[config.mk]
export PLATFORM = sky130hd
export DESIGN_NAME = config_shadow_force_regs
export DESIGN_NICKNAME = d
export VERILOG_FILES = /design/src/logic/shadow_force_pkg.sv /design/src/logic/fifo_ctrl_shadow.sv /design/src/logic/config_shadow_force_regs.sv
export VERILOG_INCLUDE_DIRS = /design/src /design/src/logic
export SDC_FILE = /design/constraint.sdc
export NUM_CORES = 1
export LEC_CHECK = 0
export ABC_AREA = 1
export BUFFER_PORTS_ARGS = -buffer_cell sky130_fd_sc_hd__buf_2
export CAP_MARGIN = 0
export CORE_ASPECT_RATIO = 1.5
export CORE_UTILIZATION = 42
export DETAILED_ROUTE_END_ITERATION = 8
export PLACE_DENSITY_LB_ADDON = 0.15
export RECOVER_POWER = 25
export SLEW_MARGIN = 20
export SYNTH_ARGS = -nofsm -noshare
export SYNTH_HDL_FRONTEND = slang
export SYNTH_HIERARCHICAL = 1
export SYNTH_SLANG_ARGS = --single-unit
[constraint.sdc]
create_clock -name ref_clk -period 1.7 [get_ports ref_clk]
set_clock_uncertainty 0.2 [all_clocks]
set_input_delay 0.085 -clock ref_clk [delete_from_list [all_inputs] [get_ports ref_clk]]
set_output_delay 0.085 -clock ref_clk [all_outputs]
set_load 0.02 [all_outputs]
[src/logic/shadow_force_cfg.svh]
// constants for the configuration shadow and floppy force registers
`ifndef SHADOW_FORCE_CFG_SVH
`define SHADOW_FORCE_CFG_SVH

// ============================================================
// configuration indexes
`define IDX_SERIAL1_SHADOW 8'h15
`define IDX_SERIAL2_SHADOW 8'h16
`define IDX_FLOPPY_FORCE 8'h17

// ============================================================
// reset values
`define SERIAL_SHADOW_RESET 8'h00
`define FLOPPY_FORCE_RESET 8'h03

// ============================================================
// fifo control field positions
`define FCR_FIFO_EN_BIT 0
`define FCR_RX_CLEAR_BIT 1
`define FCR_TX_CLEAR_BIT 2
`define FCR_DMA_SEL_BIT 3
`define FCR_TRIG_LSB 6
`define FCR_TRIG_MSB 7
// bits kept in the shadow; self-clearing and reserved bits read zero
`define FCR_KEEP_MASK 8'hC9

// ============================================================
// receive trigger levels in bytes
`define TRIG_LEVEL_00 4'h1
`define TRIG_LEVEL_01 4'h4
`define TRIG_LEVEL_10 4'h8
`define TRIG_LEVEL_11 4'hE

// ============================================================
// floppy force field positions
`define FORCE_CHG0_BIT 0
`define FORCE_CHG1_BIT 1
`define FORCE_WP_BIT 2
`define FORCE_KEEP_MASK 8'h07

`endif

[src/logic/shadow_force_pkg.sv]
// types shared by the configuration shadow and floppy force logic
`default_nettype none
package shadow_force_pkg;

  // ============================================================
  // fifo control value as written to a serial port
  typedef struct packed {
    logic [1:0] rx_trigger;
    logic [1:0] reserved;
    logic dma_select;
    logic tx_clear;
    logic rx_clear;
    logic fifo_enable;
  } fifo_ctrl_s;

  // ============================================================
  // one set of floppy interface signals, all active low
  typedef struct packed {
    logic drive_select0_n;
    logic drive_select1_n;
    logic head_step_n;
    logic disk_change_in_n;
    logic write_protect_in_n;
  } floppy_pins_s;

  // ============================================================
  // per-port fifo controls driven toward a serial port
  typedef struct packed {
    logic fifo_enable;
    logic rx_clear;
    logic tx_clear;
    logic dma_select;
    logic [3:0] rx_trigger_bytes;
  } fifo_cmd_s;

endpackage
`default_nettype wire

[src/logic/fifo_ctrl_shadow.sv]
// readable shadow and decoded controls of one serial fifo control register
`timescale 1ns/1ps
`default_nettype none
`include "shadow_force_cfg.svh"

module fifo_ctrl_shadow (
  // clock and reset
  input wire logic ref_clk,
  input wire logic rst_n,
  input wire logic clk_en,
  // write sources
  input wire logic runtime_wr,
  input wire logic cfg_wr,
  input wire logic [7:0] wdata,
  // results
  output logic [7:0] shadow,
  output shadow_force_pkg::fifo_cmd_s cmd
);

  logic [7:0] shadow_reg;
  logic [7:0] shadow_next;
  shadow_force_pkg::fifo_cmd_s cmd_reg;
  shadow_force_pkg::fifo_cmd_s cmd_next;
  shadow_force_pkg::fifo_ctrl_s wr_val;
  logic any_wr;

  assign wr_val = shadow_force_pkg::fifo_ctrl_s'(wdata);
  assign any_wr = runtime_wr | cfg_wr;

  // ============================================================
  // next state: store kept bits, pulse the clears for one cycle
  always_comb begin
    shadow_next = shadow_reg;
    cmd_next = cmd_reg;
    cmd_next.rx_clear = 1'b0;
    cmd_next.tx_clear = 1'b0;
    if (any_wr) begin
      // same-cycle copy; clear bits never stored so they read zero
      shadow_next = wdata & `FCR_KEEP_MASK;
      cmd_next.fifo_enable = wr_val.fifo_enable;
      cmd_next.rx_clear = wr_val.rx_clear;
      cmd_next.tx_clear = wr_val.tx_clear;
      // also passed to the port in the command; the port ignores it
      cmd_next.dma_select = wr_val.dma_select;
      unique case (wr_val.rx_trigger)
        2'b00: cmd_next.rx_trigger_bytes = `TRIG_LEVEL_00;
        2'b01: cmd_next.rx_trigger_bytes = `TRIG_LEVEL_01;
        2'b10: cmd_next.rx_trigger_bytes = `TRIG_LEVEL_10;
        2'b11: cmd_next.rx_trigger_bytes = `TRIG_LEVEL_11;
      endcase
    end
  end

  // ============================================================
  // registers
  always_ff @(posedge ref_clk or negedge rst_n) begin
    if (!rst_n) begin
      shadow_reg <= `SERIAL_SHADOW_RESET;
      cmd_reg <= '{fifo_enable: 1'b0, rx_clear: 1'b0, tx_clear: 1'b0,
                   dma_select: 1'b0, rx_trigger_bytes: `TRIG_LEVEL_00};
    end else if (clk_en) begin
      shadow_reg <= shadow_next;
      cmd_reg <= cmd_next;
    end
  end

  assign shadow = shadow_reg;
  assign cmd = cmd_reg;

endmodule // fifo_ctrl_shadow
`default_nettype wire

[src/logic/config_shadow_force_regs.sv]
// configuration shadows of serial fifo control and floppy force register
// How it works
// - the first serial shadow is reached only in configuration state with index 0x15 loaded.
// - bits 7:6, 3 and 0 written to the first serial port's fifo control register are kept readable in its shadow.
// - fifo control bit 0 set enables both the transmit and receive fifos.
// - writing one to bit 1 empties the receive fifo and zeroes its counters, then the bit clears itself.
// - writing one to bit 2 empties the transmit fifo and zeroes its counters, then the bit clears itself.
// - bit 3, the dma select, changes nothing in the serial port.
// - reserved bits read zero and ignore writes: bits 5:4 of the shadows and 7:3 of the force register.
// - bits 7:6 pick the receive trigger level of 1, 4, 8 or 14 bytes.
// - the second serial port has an identical shadow reached only in configuration state at index 0x16.
// - the force register is reached only in configuration state at index 0x17 and resets to 0x03.
// - a set force-change bit shows disk change active while its drive is selected.
// - software can only set the force-change bits; writing zero leaves them as they are.
// - step with drive select 0 clears force-change bit 0, step with drive select 1 clears bit 1.
// - the digital input disk-change flag is the pin OR each select combined with its force bit.
// - force write protect with any drive selected asserts the controller write-protect input.
// - the force controls act the same on the floppy pins and on the floppy-over-parallel-port pins.
`timescale 1ns/1ps
`default_nettype none
`include "shadow_force_cfg.svh"

module config_shadow_force_regs #(
  parameter int NUM_SERIAL = 2
) (
  // clock, reset, enable
  input wire logic ref_clk,
  input wire logic rst_n,
  input wire logic clk_en,
  // configuration data port
  input wire logic config_state,
  input wire logic [7:0] config_index_reg,
  input wire logic cfg_wr,
  input wire logic cfg_rd,
  input wire logic [7:0] cfg_wdata,
  output logic [7:0] cfg_rdata,
  output logic cfg_hit,
  // run-time fifo control writes, one strobe per serial port
  input wire logic [NUM_SERIAL-1:0] fifo_control_wr,
  input wire logic [7:0] fifo_control_wdata,
  output shadow_force_pkg::fifo_cmd_s [NUM_SERIAL-1:0] fifo_cmd,
  // floppy signals from the dedicated pins and the parallel port pins
  input wire shadow_force_pkg::floppy_pins_s fdd_pins,
  input wire shadow_force_pkg::floppy_pins_s pp_pins,
  input wire logic floppy_on_pport,
  // effective inputs seen by the floppy controller
  output logic ctl_disk_change_n,
  output logic ctl_write_protect_n,
  output logic dir_disk_change
);

  // ============================================================
  // elaboration checks
  // index mapping only covers two consecutive serial shadows
  if (NUM_SERIAL != 2) begin : g_bad_num_serial
    $error("config_shadow_force_regs supports exactly two serial ports");
  end

  // ============================================================
  // configuration decode
  logic sel_force;
  logic [NUM_SERIAL-1:0] sel_serial;
  logic [7:0] serial_shadow [NUM_SERIAL];

  assign sel_force = config_state &&
                     (config_index_reg == `IDX_FLOPPY_FORCE);

  // ============================================================
  // serial shadows, one instance per port
  for (genvar i = 0; i < NUM_SERIAL; i++) begin : g_serial
    localparam logic [7:0] IDX = (i == 0) ? `IDX_SERIAL1_SHADOW
                                          : `IDX_SERIAL2_SHADOW;
    // access gated by configuration state and the loaded index
    assign sel_serial[i] = config_state &&
                           (config_index_reg == IDX);

    fifo_ctrl_shadow u_shadow (
      .ref_clk(ref_clk),
      .rst_n(rst_n),
      .clk_en(clk_en),
      .runtime_wr(fifo_control_wr[i]),
      .cfg_wr(cfg_wr & sel_serial[i]),
      .wdata(cfg_wr & sel_serial[i] ? cfg_wdata : fifo_control_wdata),
      .shadow(serial_shadow[i]),
      .cmd(fifo_cmd[i])
    );
  end

  // ============================================================
  // effective floppy signals from whichever pin set is active
  // both pin sets go through the same force logic below
  shadow_force_pkg::floppy_pins_s pins;
  logic drive0_sel;
  logic drive1_sel;
  logic step_act;

  assign pins = floppy_on_pport ? pp_pins : fdd_pins;
  assign drive0_sel = ~pins.drive_select0_n;
  assign drive1_sel = ~pins.drive_select1_n;
  assign step_act = ~pins.head_step_n;

  // ============================================================
  // force register state
  logic force_change_drive0_reg;
  logic force_change_drive0_next;
  logic force_change_drive1_reg;
  logic force_change_drive1_next;
  logic force_write_protect_reg;
  logic force_write_protect_next;
  logic force_wr;

  assign force_wr = cfg_wr & sel_force;

  // hardware clear first; a software set in the same cycle wins so
  // a freshly requested forced change is never lost
  always_comb begin
    force_change_drive0_next = force_change_drive0_reg;
    force_change_drive1_next = force_change_drive1_reg;
    force_write_protect_next = force_write_protect_reg;
    if (step_act && drive0_sel) begin
      force_change_drive0_next = 1'b0;
    end
    if (step_act && drive1_sel) begin
      force_change_drive1_next = 1'b0;
    end
    if (force_wr) begin
      // zero writes leave the force-change bits alone
      if (cfg_wdata[`FORCE_CHG0_BIT]) begin
        force_change_drive0_next = 1'b1;
      end
      if (cfg_wdata[`FORCE_CHG1_BIT]) begin
        force_change_drive1_next = 1'b1;
      end
      force_write_protect_next = cfg_wdata[`FORCE_WP_BIT];
    end
  end

  localparam logic [7:0] FORCE_RST = `FLOPPY_FORCE_RESET;

  always_ff @(posedge ref_clk or negedge rst_n) begin
    if (!rst_n) begin
      force_change_drive0_reg <= FORCE_RST[`FORCE_CHG0_BIT];
      force_change_drive1_reg <= FORCE_RST[`FORCE_CHG1_BIT];
      force_write_protect_reg <= FORCE_RST[`FORCE_WP_BIT];
    end else if (clk_en) begin
      force_change_drive0_reg <= force_change_drive0_next;
      force_change_drive1_reg <= force_change_drive1_next;
      force_write_protect_reg <= force_write_protect_next;
    end
  end

  // ============================================================
  // forced floppy inputs; combinational so the pin path adds no delay
  logic disk_change_flag;

  assign disk_change_flag = ~pins.disk_change_in_n
                          | (drive0_sel & force_change_drive0_reg)
                          | (drive1_sel & force_change_drive1_reg);
  assign dir_disk_change = disk_change_flag;
  assign ctl_disk_change_n = ~disk_change_flag;
  assign ctl_write_protect_n = pins.write_protect_in_n &
      ~(force_write_protect_reg & (drive0_sel | drive1_sel));

  // ============================================================
  // read-back: reserved bits are set to zero and masked off
  logic [7:0] force_view;
  logic [7:0] rdata_reg;
  logic [7:0] rdata_next;
  logic hit_now;

  always_comb begin
    force_view = 8'h00;
    force_view[`FORCE_CHG0_BIT] = force_change_drive0_reg;
    force_view[`FORCE_CHG1_BIT] = force_change_drive1_reg;
    force_view[`FORCE_WP_BIT] = force_write_protect_reg;
    force_view = force_view & `FORCE_KEEP_MASK;
  end

  assign hit_now = sel_force | (|sel_serial);

  // unmatched indexes read zero so other banks can be ORed in
  always_comb begin
    rdata_next = rdata_reg;
    if (cfg_rd) begin
      rdata_next = 8'h00;
      if (sel_force) begin
        rdata_next = force_view;
      end
      for (int i = 0; i < NUM_SERIAL; i++) begin
        if (sel_serial[i]) begin
          rdata_next = serial_shadow[i];
        end
      end
    end
  end

  always_ff @(posedge ref_clk or negedge rst_n) begin
    if (!rst_n) begin
      rdata_reg <= 8'h00;
    end else if (clk_en) begin
      rdata_reg <= rdata_next;
    end
  end

  assign cfg_rdata = rdata_reg;
  assign cfg_hit = hit_now;

endmodule // config_shadow_force_regs
`default_nettype wire

==> summary.txt <==
Setup path
  • Worst Setup End Kind: register
  • Critical Path, Cell by Cell: o31ai_1 > o21ai_0 > dlygate4sd3_1
  • CP max stage delay: 0.56 ns
  • Crit start category: register
  • Crit path DAT: 1.53 ns
  • CP top delay family: buffers and inverters
  • CP bufs+invs: 1
  • Setup Crit Path Kind: reg -> reg
  • CP max stage cell: dlygate4sd3_1
  • Worst-path fanout max: 3
  • Required @ worst endpoint: 1.72 ns

STA
  • Final Hold Fails: 0
  • Slew HR: 47.9%
  • Final Critical Period: 1.51 ns
  • Hold_ws: 0.00243 ns
  • RSZ-0062 raised after global routing: false
  • Final Cycle Share: 88.8%
  • Fmax: 0.663 GHz
  • Final Setup Violations: 0
  • Max Slew Vio Count: 0
  • TNS Setup: 0 ns
  • Worst Max-Slew Pin Slew: 0.782 ns

Power
  • Leakage power: 1.46 nW
  • Max VDD drop: 488 µV
  • P per Cell Area: 766 mW/mm²

GRT
  • Largest net degree at the start of global routing: 32
  • GRT Total Usage: 19.5%
  • Vias in the first global route: 1676
  • Initial antenna violation count: 0
  • First-pass GRT wire length: 7610 µm
  • Congestion Overflow GR: 0

Placement
  • GP Congestion: 0.818
  • IO buf count: 66
  • Post-DP HPWL: 3350 µm

Synthesis
  • Syn Inst Count: 269
  • Post-Syn Area: 0.00202 mm²
  • Number of synthesis warnings: 6
  • Average cell area after synthesis: 7.53 µm²

Clock network
  • Clock Tree Buf Depth: 2
  • H-tree depth: 2
  • Clock root cell: clkbuf_8
  • Clock latency on the worst-skew pair: 0.28 ns
  • CTS tree: built
  • Num CTS Buffers: 5
  • Clock Pin Slew Worst Setup and Hold Paths: 0.07 ns
  • CTS sink cnt: 31
  • CTS resizes: 0

Status
  • Outcome: finished, final reports clean

Final layout
  • Max FFs per register: 12
  • Reg area: 781 µm²
  • Area Growth Syn to Fin: 26.7%
  • Antenna Diode Count: 0
  • Filler cell count: 482
  • Final nets: 390
  • Multi-input gate area: 988 µm²
  • Share of cells above drive strength 1: 28.7%

Routing
  • Post-Route WL: 4450 µm
  • Vias per inst: 4.54
  • Drt first pass iters: 4
  • DRC violation count after routing: 0
  • Initial drt markers: 45
  • Routed Antenna Nets: 0
  • Vias: 1869
  • Wirelength per Cell: 10.8 µm

Floorplanning
  • Die area: 0.00511 mm²
  • Die width: 58.7 µm
  • Initial Util: 44.2%
  • Die Y: 87.0 µm
  • Rows: 30
  • Core area: 0.00458 mm²
  • I/O pin count: 71

Flow run
  • Max-cap violations: 0

Hold path
  • Hold crit path type: in -> reg
metrics by stage:
step / instances / utilization [%] / worst slack (ns) / power [mW] / area [µm²]
floorplan: 275 / - / 0.274 / 1.09 / 2050
global placement: 391 / 51.0 / 0.0780 / 1.20 / 2340
detailed placement: 391 / 51.0 / 0.0476 / 1.21 / 2340
CTS: 412 / 56.4 / 0.0416 / 1.99 / 2580
global route: 412 / 56.0 / 0.0934 / 2.06 / 2560
finish: 412 / 56.0 / 0.191 / 1.97 / 2560
cells in the final DEF (no fill, tap or decap), drive strengths merged:
cell type      n
nand2        112
buf           57
inv           32
dfrtp         27
nand3         21
clkbuf        21
o21ai         20
nand4         17
dlygate4sd3   12
nor2          11
conb           8
dfstp          4
o31ai          2
nor3b          1
a22oi          1
clkinv         1
bufinv         1
routing by layer:
layer  GRT usage, %  vias to the layer above  wire length [µm]
li1               -                      992                 -
met1           23.8                      835              1980
met2           34.2                       40              2270
met3           3.57                        2               158
met4           6.49                        0                40
met5              0                        -                 0
what timing repair did:
| item | CTS | global route |
|---|---|---|
| endpoints found under the hold margin | 38 | 0 |
| setup buffers | 0 | 1 |
| hold buffers | 13 | 0 |
| endpoints found under the setup margin | 0 | 1 |
worst min-delay path, stage by stage:
cell and delay (ns):
buf_2 0.08, nand2_1 0.06, o21ai_2 0.07, nor2_1 0.05, nand3_1 0.07, nand2_1 0.05
power breakdown:
group	switching [mW]	internal, mW
logic	0.240	0.136
registers	0.0322	0.796
clock network	0.287	0.474
worst paths after layout:
| path | start | to | slack (ns) | cells after the start |
|---|---|---|---|---|
| setup / recovery | force_change_drive1_reg | force_change_drive1_reg | 0.19 | 3 |
| hold / removal | fifo_control_wdata[7] | g_serial[0].u_shadow/cmd[0] | 0.002 | 6 |
| setup reg to reg | force_change_drive1_reg | force_change_drive1_reg | 0.19 | 3 |
| hold reg to reg | g_serial[1].u_shadow/cmd[0] | g_serial[1].u_shadow/cmd[0] | 0.26 | 2 |
| max in group asynchronous | rst_n | g_serial[0].u_shadow/cmd[1] | 0.59 | 2 |
| min in group asynchronous | rst_n | g_serial[1].u_shadow/cmd[6] | 0.21 | 2 |
layout make-up:
| class | count | share of cell area (%) |
|---|---|---|
| multi-input cells | 193 | 38.5 |
| clock buffers | 6 | 3.22 |
| well taps | 64 | 3.12 |
| inverters | 32 | 4.68 |
| flip-flops and latches | 31 | 30.4 |
| clock inverters | 2 | 1.37 |
| repair buffers | 84 | 18.6 |
Note: power is estimated with default switching activity, not from simulation.
